**config.mk**
```make
export PLATFORM = sky130hd
export DESIGN_NAME = cpu_state
export DESIGN_NICKNAME = d
export VERILOG_FILES = /design/src/design/cpu_state_pkg.sv /design/src/design/cpu_state.sv /design/src/design/flag_alu.sv
export SDC_FILE = /design/constraint.sdc
export NUM_CORES = 1
export LEC_CHECK = 0
export BUFFER_PORTS_ARGS = -buffer_cell sky130_fd_sc_hd__buf_2
export CAP_MARGIN = 20
export CORE_MARGIN = 2
export CORE_UTILIZATION = 48
export DETAILED_ROUTE_END_ITERATION = 10
export MAX_ROUTING_LAYER = met4
export PLACE_DENSITY = 0.75
export RECOVER_POWER = 25
export SLEW_MARGIN = 20
export SYNTH_ARGS = -nofsm -noshare
export SYNTH_HDL_FRONTEND = slang
export SYNTH_HIERARCHICAL = 1
export SYNTH_SLANG_ARGS = --single-unit
```
**constraint.sdc**
```tcl
create_clock -name core_clk -period 2.75 [get_ports core_clk]
set_clock_uncertainty 0.1 [all_clocks]
set_input_delay 0.55 -clock core_clk [delete_from_list [all_inputs] [get_ports core_clk]]
set_output_delay 0.55 -clock core_clk [all_outputs]
set_load 0.005 [all_outputs]
```
**src/design/cpu_state_pkg.sv**
```systemverilog
// constants and types shared by the cpu state block and its flag unit
package cpu_state_pkg;

  // ***************************************************
  // widths
  // ***************************************************
  localparam int unsigned WORD_W = 16;
  localparam int unsigned BYTE_W = 8;
  localparam int unsigned ADDR_W = 4;
  localparam int unsigned BANK_BITS = 5;
  localparam int unsigned BANK_SHIFT = 3;

  // ***************************************************
  // register indices on the plain register port
  // ***************************************************
  localparam logic [3:0] OFS_IP = 4'h0;
  localparam logic [3:0] OFS_ACC = 4'h1;
  localparam logic [3:0] OFS_TMP = 4'h2;
  localparam logic [3:0] OFS_IX = 4'h3;
  localparam logic [3:0] OFS_EP = 4'h4;
  localparam logic [3:0] OFS_SP = 4'h5;
  localparam logic [3:0] OFS_PSW = 4'h6;

  // ***************************************************
  // condition code byte layout (low byte of status word)
  // ***************************************************
  localparam int unsigned CC_C = 0;
  localparam int unsigned CC_V = 1;
  localparam int unsigned CC_Z = 2;
  localparam int unsigned CC_N = 3;
  localparam int unsigned CC_IL0 = 4;
  localparam int unsigned CC_IL1 = 5;
  localparam int unsigned CC_I = 6;
  localparam int unsigned CC_H = 7;

  // ***************************************************
  // reset values and fixed codes
  // ***************************************************
  localparam logic [15:0] PSW_RESET = 16'h0030;
  localparam logic [15:0] WORD_ZERO = 16'h0000;
  localparam logic [15:0] IP_STEP = 16'h0001;
  localparam logic [1:0] IL_BLOCK = 2'h3;

  // ***************************************************
  // memory map
  // ***************************************************
  localparam logic [15:0] IO_TOP = 16'h0080;
  localparam logic [15:0] DATA_BASE = 16'h0080;
  localparam logic [15:0] PROG_BASE = 16'h8000;

  typedef enum logic [2:0] {
    OP_ADD,
    OP_SUB,
    OP_SHL,
    OP_SHR,
    OP_LOAD
  } alu_op_e;

  typedef enum logic [1:0] {
    REGION_IO,
    REGION_DATA,
    REGION_PROG
  } mem_region_e;

endpackage : cpu_state_pkg

```
**src/design/cpu_state.sv**
```systemverilog
// programmer-visible cpu state: pointers, accumulators, status word
//
// Operation
// RQ1: 16-bit instruction pointer addresses fetched instruction
// RQ2: 16-bit accumulator and temporary; bytes use low
// RQ3: index, extra and stack pointers, 16 bits
// RQ4: status word: bank pointer high, codes low
// RQ5: half carry from carry between bits 3-4
// RQ6: interrupts taken only while enable set; reset clears
// RQ7: level field gates requests; three blocks all
// RQ8: negative flag follows result top bit
// RQ9: zero flag set only for zero result
// RQ10: overflow flag tracks two's complement overflow
// RQ11: carry from bit 7, or shifted-out bit
// RQ12: banks of eight byte registers, 32 banks
// RQ13: 64K space: io low, data, program high
// RQ14: software places vector tables near top
// RQ15: bank base is data base plus bank*8
// RQ16: undefined flags keep their previous values
//
// The register offsets and the address-and-strobe port were chosen for this implementation.
`timescale 1ns/100ps

module cpu_state #(
  parameter logic [15:0] DATA_AREA = cpu_state_pkg::DATA_BASE
) (
  input wire logic core_clk,
  input wire logic srst,
  input wire logic [3:0] reg_addr,
  input wire logic [15:0] reg_wdata,
  input wire logic reg_wr,
  input wire logic reg_rd,
  output logic [15:0] reg_rdata,
  input wire logic op_valid,
  input wire logic [2:0] op_code,
  input wire logic fetch_advance,
  input wire logic irq_req,
  input wire logic [1:0] irq_req_level,
  output logic irq_take,
  output logic [15:0] instr_pointer,
  output logic [15:0] accumulator,
  output logic [15:0] temp_acc,
  output logic [15:0] index_reg,
  output logic [15:0] extra_pointer,
  output logic [15:0] stack_pointer,
  output logic [15:0] program_status_word,
  output logic [15:0] bank_base_addr,
  output logic [1:0] fetch_region
);

  // ***************************************************
  // helpers
  // ***************************************************

  // classify a 16-bit address within the 64K space
  function automatic logic [1:0] region_of(input logic [15:0] a);
    if (a < cpu_state_pkg::IO_TOP) begin
      region_of = 2'(cpu_state_pkg::REGION_IO);
    end else if (a < cpu_state_pkg::PROG_BASE) begin
      region_of = 2'(cpu_state_pkg::REGION_DATA);
    end else begin
      region_of = 2'(cpu_state_pkg::REGION_PROG);
    end
  endfunction : region_of

  // register bank base from the bank number, eight bytes per bank
  function automatic logic [15:0] bank_addr(input logic [4:0] bank);
    bank_addr = DATA_AREA + (16'(bank) << cpu_state_pkg::BANK_SHIFT);
  endfunction : bank_addr

  logic [7:0] alu_res;
  logic alu_h;
  logic alu_c;
  logic alu_v;
  logic alu_upd_nzc;
  logic alu_upd_hv;
  logic wr_ip;
  logic wr_acc;
  logic wr_psw;
  logic op_flags;
  logic [1:0] il_now;
  logic [4:0] bank_now;

  assign wr_ip = reg_wr && (reg_addr == cpu_state_pkg::OFS_IP);
  assign wr_acc = reg_wr && (reg_addr == cpu_state_pkg::OFS_ACC);
  assign wr_psw = reg_wr && (reg_addr == cpu_state_pkg::OFS_PSW);
  assign op_flags = op_valid && alu_upd_nzc;
  assign il_now = program_status_word[cpu_state_pkg::CC_IL1:
                                      cpu_state_pkg::CC_IL0];
  assign bank_now = program_status_word[cpu_state_pkg::BYTE_W +:
                                        cpu_state_pkg::BANK_BITS];

  // byte operations act on the low halves of both accumulators
  flag_alu u_alu (
    .op(op_code),
    .opa(accumulator[7:0]),
    .opb(temp_acc[7:0]),
    .res(alu_res),
    .half_c(alu_h),
    .carry(alu_c),
    .ovf(alu_v),
    .upd_nzc(alu_upd_nzc),
    .upd_hv(alu_upd_hv)
  );

  // ***************************************************
  // instruction pointer
  // ***************************************************

  // software load wins over a fetch step in the same cycle
  always_ff @(posedge core_clk) begin
    if (srst) begin
      instr_pointer <= cpu_state_pkg::WORD_ZERO;
    end else if (wr_ip) begin
      instr_pointer <= reg_wdata;
    end else if (fetch_advance) begin
      instr_pointer <= instr_pointer + cpu_state_pkg::IP_STEP; // [RQ1]
    end
  end

  // region of the fetch address, one cycle behind the pointer
  always_ff @(posedge core_clk) begin
    if (srst) begin
      fetch_region <= 2'(cpu_state_pkg::REGION_IO);
    end else begin
      fetch_region <= region_of(instr_pointer); // [RQ13]
    end
  end

  // ***************************************************
  // accumulators
  // ***************************************************

  // an operation beats a software write; the upper byte is untouched
  always_ff @(posedge core_clk) begin
    if (srst) begin
      accumulator <= cpu_state_pkg::WORD_ZERO;
    end else if (op_valid) begin
      accumulator[7:0] <= alu_res; // [RQ2]
    end else if (wr_acc) begin
      accumulator <= reg_wdata;
    end
  end

  // temporary accumulator is loaded only by software
  always_ff @(posedge core_clk) begin
    if (srst) begin
      temp_acc <= cpu_state_pkg::WORD_ZERO;
    end else if (reg_wr && (reg_addr == cpu_state_pkg::OFS_TMP)) begin
      temp_acc <= reg_wdata; // [RQ2]
    end
  end

  // ***************************************************
  // pointer registers
  // ***************************************************

  // index, extra and stack pointers are plain 16-bit storage
  always_ff @(posedge core_clk) begin
    if (srst) begin
      index_reg <= cpu_state_pkg::WORD_ZERO;
      extra_pointer <= cpu_state_pkg::WORD_ZERO;
      stack_pointer <= cpu_state_pkg::WORD_ZERO;
    end else if (reg_wr) begin
      if (reg_addr == cpu_state_pkg::OFS_IX) begin
        index_reg <= reg_wdata; // [RQ3]
      end
      if (reg_addr == cpu_state_pkg::OFS_EP) begin
        extra_pointer <= reg_wdata; // [RQ3]
      end
      if (reg_addr == cpu_state_pkg::OFS_SP) begin
        stack_pointer <= reg_wdata; // [RQ3]
      end
    end
  end

  // ***************************************************
  // status word
  // ***************************************************

  // flag results from hardware win over a software write of the same
  // cycle, so no arithmetic outcome is lost; other bits take the write
  always_ff @(posedge core_clk) begin
    if (srst) begin
      program_status_word <= cpu_state_pkg::PSW_RESET; // [RQ6]
    end else begin
      if (wr_psw) begin
        program_status_word <= reg_wdata; // [RQ4]
      end
      if (op_flags) begin
        program_status_word[cpu_state_pkg::CC_N] <= alu_res[7]; // [RQ8]
        program_status_word[cpu_state_pkg::CC_Z] <=
          (alu_res == 8'h00); // [RQ9]
        program_status_word[cpu_state_pkg::CC_C] <= alu_c; // [RQ11]
        if (alu_upd_hv) begin
          program_status_word[cpu_state_pkg::CC_H] <= alu_h; // [RQ5]
          program_status_word[cpu_state_pkg::CC_V] <= alu_v; // [RQ10]
        end
      end
    end
  end

  // ***************************************************
  // register banks and interrupt gate
  // ***************************************************

  // low five bank pointer bits pick one of 32 banks of eight
  always_ff @(posedge core_clk) begin
    if (srst) begin
      bank_base_addr <= DATA_AREA;
    end else begin
      bank_base_addr <=
        bank_addr(bank_now); // [RQ12] [RQ15]
    end
  end

  // a request needs enable set and strictly higher priority than field
  always_ff @(posedge core_clk) begin
    if (srst) begin
      irq_take <= 1'b0;
    end else begin
      irq_take <= irq_req
        && program_status_word[cpu_state_pkg::CC_I] // [RQ6]
        && (il_now != cpu_state_pkg::IL_BLOCK)
        && (irq_req_level < il_now); // [RQ7]
    end
  end

  // ***************************************************
  // register read port
  // ***************************************************

  // data stand only in the cycle after the strobe; unmapped reads zero
  always_ff @(posedge core_clk) begin
    if (srst || !reg_rd) begin
      reg_rdata <= cpu_state_pkg::WORD_ZERO;
    end else begin
      unique case (reg_addr)
        cpu_state_pkg::OFS_IP: reg_rdata <= instr_pointer;
        cpu_state_pkg::OFS_ACC: reg_rdata <= accumulator;
        cpu_state_pkg::OFS_TMP: reg_rdata <= temp_acc;
        cpu_state_pkg::OFS_IX: reg_rdata <= index_reg;
        cpu_state_pkg::OFS_EP: reg_rdata <= extra_pointer;
        cpu_state_pkg::OFS_SP: reg_rdata <= stack_pointer;
        cpu_state_pkg::OFS_PSW: reg_rdata <= program_status_word; // [RQ4]
        default: reg_rdata <= cpu_state_pkg::WORD_ZERO;
      endcase
    end
  end

  // ***************************************************
  // checks
  // ***************************************************

  a_ip_step: assert property ( // [RQ1]
    @(posedge core_clk) disable iff (srst)
    (fetch_advance && !wr_ip) |=> instr_pointer == $past(instr_pointer)
      + cpu_state_pkg::IP_STEP)
    else $error("instruction pointer did not step");

  a_acc_upper_kept: assert property ( // [RQ2]
    @(posedge core_clk) disable iff (srst)
    op_valid |=> accumulator[15:8] == $past(accumulator[15:8]))
    else $error("byte operation touched accumulator upper byte");

  a_half_add: assert property ( // [RQ5]
    @(posedge core_clk) disable iff (srst)
    (op_valid && op_code == 3'(cpu_state_pkg::OP_ADD)) |=>
      program_status_word[cpu_state_pkg::CC_H] ==
      ((5'({1'b0, $past(accumulator[3:0])})
        + 5'({1'b0, $past(temp_acc[3:0])})) > 5'h0F))
    else $error("half carry wrong after add");

  a_reset_ie: assert property ( // [RQ6]
    @(posedge core_clk)
    srst |=> !program_status_word[cpu_state_pkg::CC_I])
    else $error("interrupt enable not cleared by reset");

  a_irq_disabled: assert property ( // [RQ6]
    @(posedge core_clk) disable iff (srst)
    !program_status_word[cpu_state_pkg::CC_I] |=> !irq_take)
    else $error("interrupt taken while disabled");

  a_irq_level_gate: assert property ( // [RQ7]
    @(posedge core_clk) disable iff (srst)
    (irq_req && program_status_word[cpu_state_pkg::CC_I]) |=>
      irq_take == ($past(il_now) != cpu_state_pkg::IL_BLOCK
        && $past(irq_req_level) < $past(il_now)))
    else $error("interrupt level gate wrong");

  a_neg_zero: assert property ( // [RQ8] [RQ9]
    @(posedge core_clk) disable iff (srst)
    op_flags |=> program_status_word[cpu_state_pkg::CC_N] == accumulator[7]
      && program_status_word[cpu_state_pkg::CC_Z] ==
      (accumulator[7:0] == 8'h00))
    else $error("negative or zero flag disagrees with result");

  a_ovf_sub: assert property ( // [RQ10]
    @(posedge core_clk) disable iff (srst)
    (op_valid && op_code == 3'(cpu_state_pkg::OP_SUB)) |=>
      program_status_word[cpu_state_pkg::CC_V] ==
      ($past(accumulator[7]) != $past(temp_acc[7])
        && accumulator[7] != $past(accumulator[7])))
    else $error("overflow wrong after subtract");

  a_carry_add: assert property ( // [RQ11]
    @(posedge core_clk) disable iff (srst)
    (op_valid && op_code == 3'(cpu_state_pkg::OP_ADD)) |=>
      program_status_word[cpu_state_pkg::CC_C] ==
      ((9'({1'b0, $past(accumulator[7:0])})
        + 9'({1'b0, $past(temp_acc[7:0])})) > 9'h0FF))
    else $error("carry wrong after add");

  a_bank_base: assert property ( // [RQ15]
    @(posedge core_clk) disable iff (srst)
    !$past(srst) |-> bank_base_addr == DATA_AREA
      + 16'($past(bank_now)) * (16'h0001 << cpu_state_pkg::BANK_SHIFT))
    else $error("bank base address wrong");

  a_flags_hold: assert property ( // [RQ16]
    @(posedge core_clk) disable iff (srst)
    (!op_flags && !wr_psw) |=> $stable(program_status_word))
    else $error("status word changed without cause");

  a_ptr_write: assert property ( // [RQ3]
    @(posedge core_clk) disable iff (srst)
    (reg_wr && reg_addr == cpu_state_pkg::OFS_SP) |=>
      stack_pointer == $past(reg_wdata))
    else $error("stack pointer write lost");

  a_psw_write: assert property ( // [RQ4]
    @(posedge core_clk) disable iff (srst)
    (wr_psw && !op_valid) |=> program_status_word == $past(reg_wdata))
    else $error("status word write lost");

  a_shift_carry: assert property ( // [RQ11]
    @(posedge core_clk) disable iff (srst)
    (op_valid && op_code == 3'(cpu_state_pkg::OP_SHL)) |=>
      program_status_word[cpu_state_pkg::CC_C] == $past(accumulator[7]))
    else $error("carry is not the bit shifted out");

  a_prog_region: assert property ( // [RQ13]
    @(posedge core_clk) disable iff (srst)
    (instr_pointer >= cpu_state_pkg::PROG_BASE) |=>
      fetch_region == 2'(cpu_state_pkg::REGION_PROG))
    else $error("fetch region wrong in program area");

  a_rdata_idle: assert property ( // [RQ4]
    @(posedge core_clk) disable iff (srst)
    !reg_rd |=> reg_rdata == cpu_state_pkg::WORD_ZERO)
    else $error("read data stood without a read");

endmodule : cpu_state

```
**src/design/flag_alu.sv**
```systemverilog
// 8-bit result and flag computation for the cpu state block
`timescale 1ns/100ps

module flag_alu (
  input wire logic [2:0] op,
  input wire logic [7:0] opa,
  input wire logic [7:0] opb,
  output logic [7:0] res,
  output logic half_c,
  output logic carry,
  output logic ovf,
  output logic upd_nzc,
  output logic upd_hv
);

  logic [8:0] wide;
  logic [4:0] nib;

  // one path per operation; shifts leave half carry and overflow alone
  always_comb begin
    wide = 9'h000;
    nib = 5'h00;
    res = opa;
    half_c = 1'b0;
    carry = 1'b0;
    ovf = 1'b0;
    upd_nzc = 1'b1;
    upd_hv = 1'b0;
    unique case (cpu_state_pkg::alu_op_e'(op))
      cpu_state_pkg::OP_ADD: begin
        wide = {1'b0, opa} + {1'b0, opb};
        nib = {1'b0, opa[3:0]} + {1'b0, opb[3:0]};
        res = wide[7:0];
        half_c = nib[4]; // [RQ5]
        carry = wide[8]; // [RQ11]
        ovf = (opa[7] == opb[7]) && (wide[7] != opa[7]); // [RQ10]
        upd_hv = 1'b1;
      end
      cpu_state_pkg::OP_SUB: begin
        wide = {1'b0, opa} - {1'b0, opb};
        nib = {1'b0, opa[3:0]} - {1'b0, opb[3:0]};
        res = wide[7:0];
        half_c = nib[4]; // borrow into bit 4 [RQ5]
        carry = wide[8]; // borrow out of bit 7 [RQ11]
        ovf = (opa[7] != opb[7]) && (wide[7] != opa[7]); // [RQ10]
        upd_hv = 1'b1;
      end
      cpu_state_pkg::OP_SHL: begin
        res = {opa[6:0], 1'b0};
        carry = opa[7]; // bit shifted out [RQ11]
      end
      cpu_state_pkg::OP_SHR: begin
        res = {1'b0, opa[7:1]};
        carry = opa[0]; // bit shifted out [RQ11]
      end
      cpu_state_pkg::OP_LOAD: begin
        res = opb;
        upd_nzc = 1'b0; // plain move defines no flag [RQ16]
      end
      default: begin
        upd_nzc = 1'b0;
      end
    endcase
  end

endmodule : flag_alu

```
==> metrics <==
routed length per instance 20.8 µm; GRT Residual Overflow 0; antenna diode count 0; share of the synthesized area in the top cell type 39.1%; Max Slew Vio Count 0; commonest cells after routing, fill and taps aside nand2_1, buf_2, dfxtp_1; Clock Sinks 137; IR drop worst, VDD 410 µV; period utilization 95.0%; area leader, netlist dfxtp_1; RSZ-0062 raised after global routing yes; DRT antenna net count 0; outcome complete, no violations; Tightest Hold Check Type input port to flip-flop; relative slew slack 48.2%; total setup buffers inserted after CTS 0; Final Hold Viols 0; #FFs+latches synth 137; CTS tree yes; Async SR Flop Fraction 0%; Hold-fix buffers, CTS 0; Final #Nets 1,116; Critical Path Start Type flip-flop; yosys warns 6; drt pass-1 iters 8; H-tree depth 4; post-synthesis cell type count 68; Worst-path clk slew 0.06 ns; vias in the first global route 6,856; die width 125 µm; Vert. Die Dim 125 µm; measured slew at the worst slew-check pin 0.774 ns; pwr/cell area 556 nW/µm²; Critical Path Fanout Max 4; Avg Cell Area, Syn 8.12 µm²; row count 44; antenna violations before repair 0; io pins 179; number of flops mapped to enable cells by yosys 0; Max Freq 0.383 GHz; number of port buffers 168; setup_tns 0 ns; DRT Wirelength 26,100 µm; Vias 7,548; global-route wire length before repair 39,500 µm; CP Class flip-flop to flip-flop; ys flop type dfxtp_1; DRC 0; clk root buf clkbuf_16; Die Area 15,600 µm²; Initial Util 48.6%; WP data required 2.99 ns; crit path DAT 2.85 ns; sequential area share after synthesis 39.1%; largest net degree at the start of global routing 121; Max Cap Viol 0; Max clock buf depth 2; gr usage total 33.4%; fin crit period 2.61 ns; reg2reg setup slack 0.14 ns; Pwr Total 5.11 mW; synth top area cells dfxtp_1, nand2_1, a21oi_1; WHS 0.270 ns; GPL Wtd Cong 1.11; core area 14,400 µm²; cts bufs inserted 17; layout cells sized above 1 28.3%; Synth Instances 863; Leak Pwr 3.80 nW; worst-skew pair later-pin latency 0.43 ns; mean number of vias per cell 6.01; Final setup viols 0; HPWL after DPL 18,600 µm; Layout area overhead 31.3%; commonest non-fill, non-tap cell in the layout nand2_1; crit end category flip-flop; DR iter-0 viols 928; mapped cell area 7010 µm²
per-layer routing:
layer	global-route usage (%)	share of wire [%]	up-vias
met5	-	0	-
met4	13.7	4.1	0
met3	7.47	10	81
met2	52.8	47	471
met1	41.5	39	3540
li1	-	-	3456
layout make-up:
class	count	area (µm²)
Fill cell	1276	5220
Timing Repair Buffer	241	1380
Tap cell	184	230
Clock inverter	12	169
Multi-Input combinational cell	640	4160
Inverter	22	82.6
Clock buffer	19	433
Sequential cell	137	2750
power by group:
| part | internal [mW] | switching, mW |
|---|---|---|
| combinational | 0.273 | 0.398 |
| sequential | 2.03 | 0.0502 |
| clock | 1.44 | 0.930 |
path summary, 6_finish.rpt:
kind                                      from                      to  depth (start not counted)
worst min register to register   index_reg[10]           index_reg[10]                          2
worst max register to register  accumulator[0]  program_status_word[2]                         12
worst min-delay path                   irq_req                irq_take                          3
worst max-delay path            accumulator[0]  program_status_word[2]                         12
synth_stat cells, types with 3 or more instances:
| cell type | instances |
|---|---|
| nand2_1 | 184 |
| dfxtp_1 | 137 |
| a21oi_1 | 88 |
| nor2_1 | 57 |
| clkbuf_1 | 40 |
| a22oi_1 | 36 |
| a211oi_1 | 23 |
| ha_1 | 23 |
| inv_1 | 20 |
| a31oi_1 | 19 |
| nor2b_1 | 18 |
| a222oi_1 | 16 |
| buf_2 | 16 |
| nor3_1 | 16 |
| mux2i_1 | 14 |
| buf_4 | 12 |
| and3_1 | 11 |
| o21ai_0 | 11 |
| nand3_1 | 10 |
| a311oi_1 | 9 |
| xnor2_1 | 9 |
| o22ai_1 | 7 |
| nor4_1 | 6 |
| xor2_1 | 6 |
| and2_1 | 5 |
| mux2_2 | 5 |
| or3_1 | 5 |
| nand4_1 | 4 |
| nor4bb_1 | 3 |
| o221ai_1 | 3 |
| o31ai_1 | 3 |
critical path, cell delays in order (launching register included):
cell and delay (ns):
dfxtp_1 0.32, inv_1 0.09, ha_1 0.14, inv_1 0.05, fa_2 0.35, a21o_1 0.20, a21o_4 0.24, a22o_1 0.25
o21ai_2 0.14, a21oi_2 0.09, nor4_2 0.27, a21oi_2 0.09, a311oi_1 0.19
logic make-up (layout without fill, tap and decap cells):
family          after synthesis  in the layout  synth area share (%)
other cells                   1             10                0.0535
mux                          20             20                  3.12
flops                       137            137                  39.1
fa+ha+maj                    25             25                  4.68
buf+inv                      95            294                  6.41
xor+xnor                     15             15                  1.87
compound gates              233            233                  22.3
simple gates                337            337                  22.5
what timing repair did:
item / 4_1_cts / 5_1_grt
endpoints found under the setup margin: 1 / 4
pin swaps: 2 / 14
resized for setup: 6 / 42
per-stage QoR:
stage	setup slack [ns]	cells	util [%]	area, µm²
2_1_floorplan	0.0529	872	-	7050
3_5_place_dp	-0.128	1224	58.1	8380
4_1_cts	0.00957	1255	62.5	9010
6_report	0.137	1255	63.8	9200
3_3_place_gp	-0.124	1224	58.1	8380
5_1_grt	-0.0602	1255	63.8	9200
No activity file was read; power rests on OpenSTA's default activity.
